==> config.mk <==
export PLATFORM = sky130hd
export DESIGN_NAME = port_expander
export DESIGN_NICKNAME = d
export VERILOG_FILES = /design/src/expander_pkg.sv /design/src/port_expander.sv
export VERILOG_INCLUDE_DIRS = /design/src
export SDC_FILE = /design/constraint.sdc
export NUM_CORES = 1
export LEC_CHECK = 0
export ABC_AREA = 1
export BUFFER_PORTS_ARGS = -buffer_cell sky130_fd_sc_hd__buf_2
export CAP_MARGIN = 10
export CORE_MARGIN = 2
export CORE_UTILIZATION = 45
export CTS_BUF_LIST = sky130_fd_sc_hd__clkbuf_8
export DETAILED_ROUTE_END_ITERATION = 10
export GPL_ROUTABILITY_DRIVEN = 0
export GPL_TIMING_DRIVEN = 0
export PLACE_DENSITY = 0.7
export SYNTH_ARGS = -nofsm -noshare
export SYNTH_HDL_FRONTEND = slang
export SYNTH_SLANG_ARGS = --single-unit
export TNS_END_PERCENT = 20
==> constraint.sdc <==
create_clock -name clock -period 4.3 [get_ports clock]
set_clock_uncertainty 0.2 [all_clocks]
set_input_delay 0.645 -clock clock [delete_from_list [all_inputs] [get_ports clock]]
set_output_delay 0.645 -clock clock [all_outputs]
set_load 0.01 [all_outputs]
==> src/expander_params.svh <==
// Constants for the transition-detecting port expander
`ifndef EXPANDER_PARAMS_SVH
`define EXPANDER_PARAMS_SVH
// Upper three slave address bits per group
`define IN_GROUP_PREFIX  3'h6
`define OUT_GROUP_PREFIX 3'h5
// Power-up interrupt mask
`define MASK_RESET       8'hff
// High address pin codes (address bits 3..2)
`define HI_CODE_SCL      2'h0
`define HI_CODE_SDA      2'h1
`define HI_CODE_GND      2'h2
`define HI_CODE_SUPPLY   2'h3
// Low address pin codes (address bits 1..0)
`define LO_CODE_GND      2'h0
`define LO_CODE_SUPPLY   2'h1
`define LO_CODE_SCL      2'h2
`define LO_CODE_SDA      2'h3
// Bit counter value after a whole byte, and at the last sent bit
`define BYTE_DONE        4'h8
`define LAST_TX_BIT      4'h7
// Power-up strap capture: load at count 2, settled at 3
`define STRAP_LOAD       2'h2
`define STRAP_DONE       2'h3
// Write-path FIFO shape
`define FIFO_WIDTH       8
`define FIFO_DEPTH       32
`endif

==> src/expander_pkg.sv <==
// Types for the transition-detecting port expander
package expander_pkg;
  typedef enum logic [2:0] {
    ST_IDLE      = 3'h0,
    ST_ADDR      = 3'h1,
    ST_ADDR_ACK  = 3'h2,
    ST_WRITE     = 3'h3,
    ST_WRITE_ACK = 3'h4,
    ST_READ      = 3'h5,
    ST_READ_ACK  = 3'h6
  } bus_state_e;
  typedef enum logic [1:0] {
    PIN_GND    = 2'h0,
    PIN_SUPPLY = 2'h1,
    PIN_SCL    = 2'h2,
    PIN_SDA    = 2'h3
  } pin_kind_e;
  typedef logic [7:0] port_byte_t;
endpackage : expander_pkg

==> src/port_expander.sv <==
// I2C port expander slave with latching transition detection
//
// Contract
// Snapshot compared with live inputs sets flags
// Address acknowledge relatches snapshot, clears flags
// Input read: data byte, then old flags
// Long reads alternate, relatch per byte pair
// Eight-bit mask gates flags onto alert
// Flags set regardless of mask
// No alert during read; deferred to STOP
// No alert at STOP if already reported
// Flags stay set until next clearing access
// Slave only; SCL input, SDA open-drain
// Master frames START, address, bytes, STOP
// Detect START and STOP on SDA edges
// One bit per SCL pulse, stable while high
// Device acknowledges every received byte; code leaves an output-group byte unacknowledged when the queue is full
// Master leaves last read byte unacknowledged
// Eighth address bit selects read or write
// Prefixes 110 inputs, 101 outputs
// Four-level pins give address bits 3..0
// Power-up outputs follow grounded address pins
// Any access clears alert and flags
// Mask resets to all ones
// Each input-group write byte replaces mask
// Address pins decoded on every transmission
// Unmasked flag outside read drives alert low
// Bus and inputs synchronised before use
`timescale 1ns/1ns
`include "expander_params.svh"

module expander_fifo #(
  parameter int WIDTH = `FIFO_WIDTH,
  parameter int DEPTH = `FIFO_DEPTH
) (
  // Clock and control
  input  wire logic             clock,
  input  wire logic             reset_n,
  input  wire logic             enable,
  // Fill side
  input  wire logic             in_valid,
  output logic                  in_ready,
  input  wire logic [WIDTH-1:0] in_data,
  // Drain side
  output logic                  out_valid,
  input  wire logic             out_ready,
  output logic [WIDTH-1:0]      out_data
);
  localparam int AW = $clog2(DEPTH);
  if (DEPTH < 2 || (DEPTH & (DEPTH - 1)) != 0) begin : g_bad_depth
    $error("FIFO depth must be a power of two");
  end
  logic [WIDTH-1:0] mem_q [DEPTH];
  logic [AW:0]      wr_q, wr_d, rd_q, rd_d;
  logic             push, pop;

  // Pointers carry a wrap bit so full and empty are exact
  assign in_ready  = (wr_q[AW] == rd_q[AW]) || (wr_q[AW-1:0] != rd_q[AW-1:0]);
  assign out_valid = wr_q != rd_q;
  assign out_data  = mem_q[rd_q[AW-1:0]];
  assign push      = in_valid && in_ready;
  assign pop       = out_valid && out_ready;

  always_comb begin
    wr_d = push ? wr_q + 1'b1 : wr_q;
    rd_d = pop ? rd_q + 1'b1 : rd_q;
  end

  always_ff @(posedge clock) begin
    if (!reset_n) begin
      wr_q <= '0;
      rd_q <= '0;
    end else if (enable) begin
      wr_q <= wr_d;
      rd_q <= rd_d;
      if (push) begin
        mem_q[wr_q[AW-1:0]] <= in_data;
      end
    end
  end
endmodule : expander_fifo

module port_expander (
  // Clock, reset, freeze
  input  wire logic                    clock,
  input  wire logic                    reset_n,
  input  wire logic                    enable,
  // Serial bus pins
  input  wire logic                    scl_in,
  input  wire logic                    sda_in,
  output logic                         sda_out,
  output logic                         sda_oe,
  // Four-level address pins
  input  wire logic                    addr_pin_high,
  input  wire logic                    addr_pin_low,
  // Ports
  input  wire expander_pkg::port_byte_t input_pins,
  output expander_pkg::port_byte_t     output_pins,
  input  wire logic                    apply_ready,
  // Alert, active low
  output logic                         alert_n
);
  import expander_pkg::*;

  // Classify a pin by what it failed to follow since START
  function automatic pin_kind_e classify(input logic miss_scl, input logic miss_sda,
                                         input logic level);
    if (!miss_sda) return PIN_SDA;
    if (!miss_scl) return PIN_SCL;
    return level ? PIN_SUPPLY : PIN_GND;
  endfunction : classify

  // Map a pin kind to its two address bits
  function automatic logic [1:0] pin_code(input pin_kind_e kind, input logic high);
    case (kind)
      PIN_SCL:    return high ? `HI_CODE_SCL : `LO_CODE_SCL;
      PIN_SDA:    return high ? `HI_CODE_SDA : `LO_CODE_SDA;
      PIN_GND:    return high ? `HI_CODE_GND : `LO_CODE_GND;
      default:    return high ? `HI_CODE_SUPPLY : `LO_CODE_SUPPLY;
    endcase
  endfunction : pin_code

  // Two-stage synchronisers; stage one feeds only stage two
  logic [11:0] meta_q, sync_q;
  logic        scl_p_q, sda_p_q;
  logic        scl_s, sda_s, hi_s, lo_s;
  port_byte_t  in_s;
  always_ff @(posedge clock) begin
    if (!reset_n) begin
      // Bus and strap bits idle high; input bits match the cleared snapshot
      meta_q  <= 12'hf00;
      sync_q  <= 12'hf00;
      scl_p_q <= 1'b1;
      sda_p_q <= 1'b1;
    end else if (enable) begin
      meta_q  <= {scl_in, sda_in, addr_pin_high, addr_pin_low, input_pins};
      sync_q  <= meta_q;
      scl_p_q <= scl_s;
      sda_p_q <= sda_s;
    end
  end
  assign {scl_s, sda_s, hi_s, lo_s, in_s} = sync_q;

  // Bus events, all seen on synchronised levels
  logic rise, fall, start_ev, stop_ev;
  assign rise     = scl_s && !scl_p_q;
  assign fall     = !scl_s && scl_p_q;
  assign start_ev = scl_s && scl_p_q && sda_p_q && !sda_s;
  assign stop_ev  = scl_s && scl_p_q && !sda_p_q && sda_s;

  // Bus engine state
  bus_state_e state_q, state_d;
  logic [3:0] bit_q, bit_d, miss_q, miss_d;
  port_byte_t shift_q, shift_d, mask_q, mask_d, snap_q, snap_d;
  port_byte_t flags_q, flags_d, saved_q, saved_d, out_q, out_d;
  logic       oe_q, oe_d, grp_out_q, grp_out_d, rw_q, rw_d, odd_q, odd_d;
  logic       acked_q, acked_d, in_read_q, in_read_d, alert_q, alert_d;
  logic [1:0] strap_q, strap_d;
  logic       relatch, mask_we, push, fifo_in_ready, fifo_valid, pop;
  logic [3:0] my_low;
  port_byte_t fifo_data, tx_byte;
  logic [6:0] addr;

  assign my_low  = {pin_code(classify(miss_d[3], miss_d[2], hi_s), 1'b1),
                    pin_code(classify(miss_d[1], miss_d[0], lo_s), 1'b0)};
  assign addr    = shift_q[7:1];
  assign tx_byte = grp_out_q ? out_q : (odd_q ? saved_q : snap_q);

  // Next-state logic of the serial engine
  always_comb begin
    state_d   = state_q;
    bit_d     = bit_q;
    miss_d    = miss_q;
    shift_d   = shift_q;
    oe_d      = oe_q;
    grp_out_d = grp_out_q;
    rw_d      = rw_q;
    odd_d     = odd_q;
    acked_d   = acked_q;
    in_read_d = in_read_q;
    relatch   = 1'b0;
    mask_we   = 1'b0;
    push      = 1'b0;
    if (start_ev) begin
      state_d = ST_ADDR;
      bit_d   = 4'h0;
      miss_d  = 4'h0;
      oe_d    = 1'b0;
    end else if (stop_ev) begin
      state_d   = ST_IDLE;
      oe_d      = 1'b0;
      in_read_d = 1'b0;
    end else begin
      case (state_q)
        ST_ADDR: begin
          miss_d = miss_q | {hi_s != scl_s, hi_s != sda_s, lo_s != scl_s, lo_s != sda_s};
          if (rise) begin
            shift_d = {shift_q[6:0], sda_s};
            bit_d   = bit_q + 4'h1;
          end
          if (fall && bit_q == `BYTE_DONE) begin
            state_d = ST_IDLE;
            if (addr[3:0] == my_low &&
                (addr[6:4] == `IN_GROUP_PREFIX || addr[6:4] == `OUT_GROUP_PREFIX)) begin
              state_d   = ST_ADDR_ACK;
              oe_d      = 1'b1;
              grp_out_d = addr[6:4] == `OUT_GROUP_PREFIX;
              rw_d      = shift_q[0];
              odd_d     = 1'b0;
            end
          end
        end
        ST_ADDR_ACK: begin
          if (rise) begin
            relatch   = 1'b1;
            in_read_d = rw_q;
          end
          if (fall) begin
            bit_d   = 4'h0;
            state_d = rw_q ? ST_READ : ST_WRITE;
            shift_d = tx_byte;
            oe_d    = rw_q && !tx_byte[7];
          end
        end
        ST_READ: begin
          if (fall) begin
            bit_d = bit_q + 4'h1;
            if (bit_q == `LAST_TX_BIT) begin
              oe_d    = 1'b0;
              odd_d   = !odd_q;
              state_d = ST_READ_ACK;
            end else begin
              shift_d = {shift_q[6:0], 1'b0};
              oe_d    = !shift_q[6];
            end
          end
        end
        ST_READ_ACK: begin
          if (rise) begin
            acked_d = !sda_s;
            relatch = !sda_s && !odd_q && !grp_out_q;
          end
          if (fall) begin
            bit_d   = 4'h0;
            state_d = acked_q ? ST_READ : ST_IDLE;
            shift_d = tx_byte;
            oe_d    = acked_q && !tx_byte[7];
          end
        end
        ST_WRITE: begin
          if (rise) begin
            shift_d = {shift_q[6:0], sda_s};
            bit_d   = bit_q + 4'h1;
          end
          if (fall && bit_q == `BYTE_DONE) begin
            state_d = ST_WRITE_ACK;
            mask_we = !grp_out_q;
            push    = grp_out_q && fifo_in_ready;
            oe_d    = !grp_out_q || fifo_in_ready;
          end
        end
        ST_WRITE_ACK: begin
          if (fall) begin
            oe_d    = 1'b0;
            bit_d   = 4'h0;
            state_d = ST_WRITE;
          end
        end
        default: begin
          state_d = ST_IDLE;
        end
      endcase
    end
  end

  // Next values of ports, flags, mask and alert
  always_comb begin
    snap_d  = snap_q;
    saved_d = saved_q;
    flags_d = flags_q | (in_s ^ snap_q);
    mask_d  = mask_we ? shift_q : mask_q;
    alert_d = alert_q;
    out_d   = pop ? fifo_data : out_q;
    strap_d = strap_q;
    if (relatch) begin
      snap_d  = in_s;
      saved_d = flags_q;
      flags_d = 8'h00;
      alert_d = 1'b1;
    end else if (!in_read_q && |(flags_q & mask_q)) begin
      alert_d = 1'b0;
    end
    if (strap_q != `STRAP_DONE) begin
      strap_d = strap_q + 2'h1;
      if (strap_q == `STRAP_LOAD) begin
        out_d = {{4{hi_s}}, {4{lo_s}}};
      end
    end
  end

  // Registers, frozen while enable is low
  always_ff @(posedge clock) begin
    if (!reset_n) begin
      state_q   <= ST_IDLE;
      bit_q     <= 4'h0;
      miss_q    <= 4'h0;
      shift_q   <= 8'h00;
      oe_q      <= 1'b0;
      grp_out_q <= 1'b0;
      rw_q      <= 1'b0;
      odd_q     <= 1'b0;
      acked_q   <= 1'b0;
      in_read_q <= 1'b0;
      snap_q    <= 8'h00;
      saved_q   <= 8'h00;
      flags_q   <= 8'h00;
      mask_q    <= `MASK_RESET;
      alert_q   <= 1'b1;
      out_q     <= 8'h00;
      strap_q   <= 2'h0;
    end else if (enable) begin
      state_q   <= state_d;
      bit_q     <= bit_d;
      miss_q    <= miss_d;
      shift_q   <= shift_d;
      oe_q      <= oe_d;
      grp_out_q <= grp_out_d;
      rw_q      <= rw_d;
      odd_q     <= odd_d;
      acked_q   <= acked_d;
      in_read_q <= in_read_d;
      snap_q    <= snap_d;
      saved_q   <= saved_d;
      flags_q   <= flags_d;
      mask_q    <= mask_d;
      alert_q   <= alert_d;
      out_q     <= out_d;
      strap_q   <= strap_d;
    end
  end

  // Up to 32 output bytes queue here for a slow consumer; a byte arriving while the queue is full is dropped unacknowledged
  expander_fifo #(.WIDTH(`FIFO_WIDTH), .DEPTH(`FIFO_DEPTH)) u_fifo (
    .clock     (clock),
    .reset_n   (reset_n),
    .enable    (enable),
    .in_valid  (push),
    .in_ready  (fifo_in_ready),
    .in_data   (shift_q),
    .out_valid (fifo_valid),
    .out_ready (apply_ready && strap_q == `STRAP_DONE),
    .out_data  (fifo_data)
  );
  assign pop = fifo_valid && apply_ready && strap_q == `STRAP_DONE;

  // Open-drain: only ever pulls low, never drives SCL
  assign sda_out     = 1'b0;
  assign sda_oe      = oe_q;
  assign output_pins = out_q;
  assign alert_n     = alert_q;
endmodule : port_expander

==> flow_summary.yaml, run 1 <==
routing:
  wl_per_cell_um: 21.0
  drt_wl_total_um: 43700
  antenna_left: 0
  viasPerCell: 5.81
  dr.pass1.iters: 5
  drc: 0
  vias: 12100
  detail_route.iter0.violations: 1591
sta:
  max_freq_ghz: 0.319
  timing.slew.headroom_pct: 19.1
  slew_violations: 0
  setup_viol: 0
  timing.final.crit_share_pct: 72.8
  finalSetupTns_ps: 0
  timing.final.crit_period_ps: 3130
  worst_pin_slew_ps: 1210
  rsz0062_at_grt: "no"
  finalHoldViolCount: 0
layout:
  fill_cells: 2999
  num_antenna_cells: 0
  area.growth.synth_to_final_pct: 12.9
  design_area_sq_um: 17300
  drive_above_1_share_pct: 10.1
  final_nets: 1610
grt:
  grt_max_degree: 35
  grt_pass1_vias: 11600
  antenna_found_initial: 0
  gr-total-overflow: 0
  grt_usage_pct: 24.5
  grt_pass1_wl_um: 66800
clock_network:
  clock_latency_ps: 640
  clock_sinks: 367
  clkTransAtPathRegs_ps: 60
  cts_tree: "built"
  post_cts_buffers: 0
  numCtsBuffers: 59
  cts_root_buf: "clkbuf_8"
  cts_buffer_depth: 3
  post_cts_resized: 0
  ctsHtreeMaxLevel: 2
  holdBufCountCts: 0
worst_setup_path:
  max_stage_delay_ps: 810
  r2r_slack_ps: 1170
  crit_path_top_delay_cell: "nor2_1"
  end_kind: "register"
  critPathArrivalTime_ps: 3180
  start_kind: "register"
  crit_chain: "nand2_1 > nor2_1 > nand2_1 > nor4_2 > nand2_2 > nor2_4 > nand2_2 > nor2_1"
  path_max_fanout: 8
  worst_ep_required_time_ps: 4340
  path_class: "register to register"
run:
  drv_cap: 0
floorplanning:
  initial_core_util_pct: 45.8
  die_area_sq_um: 35600
  ioPinCount: 27
  rows: 67
  core-area_sq_um: 33500
  die_y_um: 189
  die_w_um: 189
yosys:
  synth_top_area_share_pct: 50.1
  netlist_instances: 1492
  syn_area_per_cell_sq_um: 10.3
  synth_nets: 1517
  synth_seq_cells: 367
  yosys.area.top_type: "edfxtp_1"
  synth_top_cells_by_area: "edfxtp_1 (50%), dfxtp_1 (14%), o21ai_0 (6.7%), nor2_1 (6.5%), nand2_1 (3.4%)"
  synth-seq-area-share_pct: 64.5
  synth_common_cells: "nor2_1 (266), edfxtp_1 (256), o21ai_0 (205)"
  ys_warn_count: 0
  synth-edff-count: 256
  synth_top_flop_cell: "edfxtp_1"
  async_reset_ff_share_pct: 0
  yosysUniqueCellTypes: 50
  synth_most_common_cell: "nor2_1"
  synth_area_sq_um: 15400
pwr:
  peakVddDrop_v: 0.000295
  power_density_nw_per_um2: 404
  p_leak_uw: 0.00615
place:
  io_buffers: 25
  postPlaceCellArea_sq_um: 16100
  place_hpwl_um: 28800
run_status:
  status: "complete, no violations"
hold_path:
  hold_path_class: "input port to register"
-- layer usage --
layer,vias up,share of wire [%],GRT usage (%)
li1,5499,-,-
met1,5761,39,31.7
met2,692,46,40.0
met3,133,10,5.36
met4,0,4.3,10.5
met5,-,0,0
-- cell families (layout without fill, tap and decap cells) --
family	after synthesis	after routing	share of synthesized area, %
other cells	1	1	0.0244
fa+ha+maj	9	9	0.733
flops	367	367	64.5
xor+xnor	5	5	0.285
buf+inv	173	313	4.38
simple gates	531	531	14.8
compound gates	406	406	15.2
-- worst max-delay path: cells and delay by family (launching register included) --
kind / cells / cell delay, ps
and+or+nand+nor: 8 / 2120
DFF: 1 / 470
-- power breakdown --
part	internal, uW	total [uW]	leakage, uW	switching, uW
registers	3810	3860	0.00318	49.5
clock network	1500	2880	0.000659	1390
logic	87.4	260	0.00230	173
-- final cells by class --
cell class | count | area [sq um] | area share [%]
sequential | 367 | 9910 | 57.1
multi-input combinational | 952 | 4770 | 27.5
clock buffer | 68 | 936 | 5.40
tap | 448 | 561 | 3.23
inverter | 91 | 342 | 1.97
buffer | 82 | 332 | 1.91
timing repair buffer | 32 | 293 | 1.69
clock inverter | 40 | 199 | 1.15
-- worst paths after layout --
check,cells past startpoint,start,endpoint
min,3,addr_pin_high,meta_q[9]
max,8,scl_p_q,u_fifo.mem_q[24][4]
min reg2reg,2,meta_q[10],meta_q[10]
max reg2reg,8,scl_p_q,u_fifo.mem_q[24][4]
-- metrics by stage --
step | hold slack (ps) | power (uW) | worst slack, ps | std cells | utilization [%]
2_1_floorplan | 229 | 4080 | 1920 | 1492 | -
3_5_place_dp | 254 | 4180 | 1210 | 1967 | 48.0
6_report | 44.0 | 7000 | 1170 | 2080 | 51.7
5_1_grt | 30.5 | 7220 | 907 | 2080 | 51.7
4_1_cts | 10.0 | 7010 | 1230 | 2075 | 51.4
3_3_place_gp | 240 | 4170 | 1250 | 1965 | 47.8
-- sequential cells by signal, summed over array words and instances, names as in the netlist, 6 cells and up, named ones only --
register and cells:
u_fifo.wr_q 6, shift_q 8, u_fifo.rd_q 6, sync_q 12
saved_q 8, snap_q 8, meta_q 12, flags_q 8
u_fifo.mem_q 256, output_pins 8, mask_q 8
-- layout by cell type, fill, tap and decap left out, drive strengths merged --
| cell | netlist | routed |
|---|---|---|
| nor3b | 5 | 5 |
| o21a | 1 | 1 |
| a22oi | 2 | 2 |
| clkbuf | 65 | 133 |
| a21oi | 92 | 92 |
| a31oi | 2 | 2 |
| conb | 1 | 1 |
| nor3 | 13 | 13 |
| nand2 | 149 | 149 |
| a311oi | 1 | 1 |
| a22o | 2 | 2 |
| o211ai | 27 | 27 |
| nor4 | 3 | 3 |
| ha | 9 | 9 |
| o2111ai | 1 | 1 |
| clkinv | 4 | 21 |
| o221ai | 42 | 42 |
| o31ai | 1 | 1 |
| bufinv | 0 | 1 |
| a211oi | 5 | 5 |
| a2111oi | 1 | 1 |
| clkinvlp | 0 | 1 |
| and3 | 1 | 1 |
| nor2 | 275 | 275 |
| o22a | 2 | 2 |
| or2 | 1 | 1 |
| nand4 | 7 | 7 |
| nand3 | 77 | 77 |
| o21ai | 216 | 216 |
| buf | 17 | 49 |
| a21o | 1 | 1 |
| a221oi | 2 | 2 |
| o22ai | 8 | 8 |
| xor2 | 5 | 5 |
| inv | 87 | 108 |
| dfxtp | 111 | 111 |
| edfxtp | 256 | 256 |
No activity file was read; power rests on OpenSTA's default activity.
==> run 2: changes to the inputs <==
- clock period: 4.3 -> 3.08 ns (I/O delays scaled with it)
==> flow_summary.yaml, run 2 (same netlist as run 1, synthesis figures left out) <==
place:
  postPlaceCellArea_sq_um: 16100
  place_hpwl_um: 28800
  dpl.cell_count: 1967
  io_buffers: 25
clock_network:
  cts_root_buf: "clkbuf_8"
  clock_sinks: 367
  ctsHtreeMaxLevel: 2
  clock_latency_ps: 640
  post_cts_buffers: 0
  numCtsBuffers: 59
  cts_buffer_depth: 3
  cts_tree: "built"
  clkTransAtPathRegs_ps: 60
worst_setup_path:
  critPathLaunch: "scl_p_q"
  critPathArrivalTime_ps: 3100
  r2r-start: "scl_p_q"
  path_max_fanout: 8
  crit_path_top_delay_cell: "nor2_1"
  worst_ep_required_time_ps: 3130
  start_kind: "register"
  crit_chain: "nand2_1 > nor2_1 > nand2_1 > nor4_2 > nand2_2 > nor2_4 > nand2_2 > nor2_1"
  max_stage_delay_ps: 750
  worst-path-buf-inv: 0
  end_kind: "register"
  worst_r2r_path_depth: 8
  r2r_slack_ps: 30
  path_class: "register to register"
  r2r_end: "u_fifo.mem_q[27][5]"
  critPathTopFamily: "simple AND/OR/NAND/NOR gates"
floorplanning:
  core-area_sq_um: 33500
  die_y_um: 189
  ioPinCount: 27
  initial_core_util_pct: 45.8
  die_w_um: 189
  rows: 67
  die_area_sq_um: 35600
grt:
  grt.met3_usage_pct: 5.38
  grt_max_degree: 35
  gr-total-overflow: 0
  grt_usage_pct: 24.6
  grt_pass1_wl_um: 67100
  busiest_layer: "met2"
  antenna_found_initial: 0
  grt_pass1_vias: 11700
  met1_usage_pct: 31.7
  grt.met2_usage_pct: 40.3
sta:
  timing.final.crit_period_ps: 3050
  rsz0062_at_grt: "yes"
  setup_viol: 0
  timing.slew.headroom_pct: 17.0
  max_freq_ghz: 0.328
  slew_violations: 0
  timing.final.crit_share_pct: 99.1
  finalHoldViolCount: 0
  worst_pin_slew_ps: 1240
  finalSetupTns_ps: 0
layout:
  design_area_sq_um: 17500
  drive_above_1_share_pct: 10.9
  fill_cells: 2982
  layoutNonFillerInstCount: 2092
  final_common_cell: "edfxtp_1"
  area.growth.synth_to_final_pct: 14.0
  largest_reg_flops: 256
  final_cell_mix: "edfxtp_1 (256), nor2_1 (251), o21ai_0 (205)"
  final_nets: 1622
  num_antenna_cells: 0
routing:
  drc: 0
  dr.pass1.iters: 5
  viasPerCell: 5.76
  drt_wl_total_um: 44000
  antenna_left: 0
  detail_route.iter0.violations: 1537
  wl_per_cell_um: 21.0
  vias: 12100
run_status:
  status: "complete, no violations"
pwr:
  p_seq_share_pct: 55.1
  swShare_pct: 23.0
  intPower_uw: 7540
  power_density_nw_per_um2: 559
  pwr-share-clk_pct: 41.1
  p_leak_uw: 0.00619
  peakVddDrop_v: 0.000418
  power_frac_comb_pct: 3.8
  p_switching_uw: 2250
run:
  drv_cap: 0
hold_path:
  whs_path_depth: 3
  hold_end: "acked_q"
  hold_start: "reset_n"
  hold_path_class: "input port to register"
-- run 2: changes by cell type in the layout (fill, tap and decap cells not counted), sizes merged --
cell,before,now
dlygate4sd3,0,12
-- run 2: layer usage --
metal	part of all wire (%)	vias to the layer above
met4	4.3	0
met5	0	-
li1	-	5529
met1	40	5731
met2	47	665
met3	9.6	135
-- run 2: repair_timing --
| action | 4_1_cts | 5_1_grt |
|---|---|---|
| endpoints found under the hold margin | 12 | 0 |
| gates resized for setup | 0 | 15 |
| setup endpoints to repair | 0 | 256 |
| hold buffers | 12 | 0 |
-- run 2: final cells by class --
cell class	instances	area, sq um	share of cell area [%]
flip-flops and latches	367	9910	56.6
plain buffers	82	332	1.89
well taps	448	561	3.20
inverters	91	342	1.95
clock buffers	68	936	5.35
clock inverters	40	199	1.14
repair buffers	44	413	2.36
multi-input cells	952	4810	27.5
-- run 2: power by group through the flow --
| stage | combinational, uW | sequential (uW) | clock (uW) |
|---|---|---|---|
| 4_1_cts | 331 | 5410 | 4050 |
| 3_5_place_dp | 317 | 5520 | 0 |
| 3_3_place_gp | 296 | 5520 | 0 |
| 2_1_floorplan | 210 | 5480 | 0 |
| 6_report | 376 | 5390 | 4020 |
| 5_1_grt | 422 | 5390 | 4270 |
-- run 2: worst max-delay path by stage --
stage,slack [ps],cells past startpoint,endpoint
floorplan,700,8,u_fifo.mem_q[28][0]
global placement,30,9,u_fifo.mem_q[27][6]
detailed placement,-10,9,u_fifo.mem_q[24][6]
CTS,7,9,u_fifo.mem_q[24][0]
global route,-190,10,u_fifo.mem_q[4][1]
finish,30,8,u_fifo.mem_q[27][5]
-- run 2: worst register-to-register path: cells and delay by family, from the launching register on --
kind          cells  cell delay (ps)
simple gates      8             2040
flops             1              470
-- run 2: stage by stage --
stage	util, %	power, uW	worst slack [ps]	hold slack [ps]
floorplan	-	5690	698	229
global placement	47.8	5820	30.2	240
detailed placement	48.0	5830	-12.7	254
CTS	51.7	9800	7.17	106
global route	52.2	10100	-194	134
finish	52.2	9790	28.6	125
==> run 3: changes to the inputs <==
- SYNTH_HIERARCHICAL: default -> 1
==> flow_summary.yaml, run 3 <==
routing:
  drt_wl_total_um: 42900
  antenna_left: 0
  dr.pass1.iters: 5
  vias: 12600
  detail_route.iter0.violations: 1196
  drc: 0
  viasPerCell: 5.55
  wl_per_cell_um: 18.9
floorplanning:
  ioPinCount: 27
  rows: 69
  die_area_sq_um: 37100
  core-area_sq_um: 35300
  die_w_um: 193
  initial_core_util_pct: 45.4
  die_y_um: 193
pwr:
  power_density_nw_per_um2: 588
  p_leak_uw: 0.00743
  peakVddDrop_v: 0.000484
  power_uw: 11100
yosys:
  async_reset_ff_share_pct: 0
  synth_nets: 1678
  synth-seq-area-share_pct: 61.8
  synth_seq_cells: 367
  ys_warn_count: 6
  synth_top_area_share_pct: 48.0
  netlist_instances: 1652
  yosys.area.top_type: "edfxtp_1"
  synth_common_cells: "nand2_1 (429), edfxtp_1 (256), nand3_1 (188)"
  synth_area_sq_um: 16000
  synth_top_cells_by_area: "edfxtp_1 (48%), dfxtp_1 (14%), nand2_1 (10%), nand3_1 (5.9%), a21oi_1 (3.7%)"
  yosysUniqueCellTypes: 49
  synth-edff-count: 256
  synth_top_flop_cell: "edfxtp_1"
  synth_most_common_cell: "nand2_1"
  syn_area_per_cell_sq_um: 9.70
layout:
  drive_above_1_share_pct: 15.2
  area.growth.synth_to_final_pct: 17.5
  final_cell_mix: "nand2_1 (429), edfxtp_1 (256), nand3_1 (188)"
  num_antenna_cells: 0
  largest_reg_flops: 256
  fill_cells: 3004
  seq_area_sq_um: 9910
  layoutNonFillerInstCount: 2273
  final_common_cell: "nand2_1"
  multi_input_area_sq_um: 5570
  final_nets: 1794
  design_area_sq_um: 18800
sta:
  max_freq_ghz: 0.336
  setup_viol: 0
  timing.final.crit_share_pct: 96.5
  finalHoldViolCount: 0
  timing.slew.headroom_pct: 41.9
  rsz0062_at_grt: "yes"
  worst_pin_slew_ps: 870
  slew_violations: 0
  finalSetupTns_ps: 0
  holdWs_ps: 176
  timing.final.crit_period_ps: 2970
hold_path:
  whs_path_depth: 4
  hold_path_class: "input port to register"
worst_setup_path:
  path_class: "register to register"
  worst_r2r_path_depth: 14
  end_kind: "register"
  path_max_fanout: 11
  start_kind: "register"
  critPathArrivalTime_ps: 3060
  worst_ep_required_time_ps: 3170
clock_network:
  cts_tree: "built"
  numCtsBuffers: 56
  cts_buffer_depth: 3
  clock_latency_ps: 630
  cts_root_buf: "clkbuf_8"
  clock_sinks: 367
  ctsHtreeMaxLevel: 2
  clkTransAtPathRegs_ps: 60
grt:
  grt_max_degree: 36
  grt_usage_pct: 23.2
  grt_pass1_wl_um: 65700
  grt_pass1_vias: 11900
  gr-total-overflow: 0
  antenna_found_initial: 0
place:
  place_hpwl_um: 29300
  io_buffers: 25
  dpl.cell_count: 2150
  postPlaceCellArea_sq_um: 16900
run_status:
  status: "complete, no violations"
run:
  drv_cap: 0
[run 3: cell count changes after synthesis, moves of 33 or more]
cell	change
nor3_1	+33
nor2_1	-155
nand3_1	+114
nand2_1	+288
clkbuf_1	-33
o21ai_0	-136
o221ai_1	-41
[run 3: power breakdown]
group          internal, uW  switching [uW]
registers              5530             213
clock network          2510            1900
logic                   320             602
[run 3: cells by family (layout without fill, tap and decap cells)]
logic type / after synthesis / after routing / synth area share (%)
buf+inv: 197 / 357 / 5.57
compound gates: 245 / 245 / 8.81
other cells: 1 / 1 / 0.0234
fa+ha+maj: 10 / 10 / 0.781
simple gates: 825 / 825 / 22.6
xor+xnor: 7 / 7 / 0.383
flops: 367 / 367 / 61.8
[run 3: area by class of cell]
type / instances / area share, %
well taps: 461 / 3.06
plain buffers: 93 / 2.72
clock inverters: 41 / 2.13
clock buffers: 61 / 4.46
inverters: 103 / 2.07
multi-input cells: 1088 / 29.6
flip-flops and latches: 367 / 52.6
repair buffers: 59 / 3.36
[run 3: routing by layer]
layer / track usage [%] / wire length [um] / up-vias
met1: 30.8 / 17600 / 5936
met2: 37.9 / 20000 / 641
met5: 0 / 0 / -
met4: 9.01 / 1270 / 0
met3: 4.15 / 4040 / 87
li1: - / - / 5941
[run 3: final timing paths]
path                                      from             endpoint  slack, ps
worst max register to register  u_fifo/wr_q[2]  u_fifo/mem_q[23][1]        110
worst max-delay path            u_fifo/wr_q[2]  u_fifo/mem_q[23][1]        110
worst min register to register      meta_q[11]           meta_q[11]        260
worst min-delay path                    enable           state_q[1]        180
[run 3: per-stage QoR]
| step | worst slack (ps) | util (%) |
|---|---|---|
| after global routing | -28.7 | 53.3 |
| after detailed placement | -643 | 47.9 |
| after global placement | -697 | 47.4 |
| final | 108 | 53.3 |
| after floorplan | 247 | - |
| after CTS | -58.4 | 52.4 |
[run 3: what timing repair did]
action | CTS | global route
hold endpoints to repair | 15 | 0
buffers inserted | 0 | 7
gates resized for setup | 44 | 28
setup endpoints to repair | 255 | 216
pin swaps | 0 | 6
hold buffers | 13 | 0
[run 3: critical path, stage by stage (launching register included)]
cell     delay (ps)
dfxtp_1         310
buf_6           130
inv_4            70
nand2_1          60
nand2_2          80
nor2_4           40
nand4_2         120
buf_6           170
nand2_1          60
nor3_1          180
buf_4           230
nand4_4         220
buf_6           270
nor3_2          240
buf_4           250
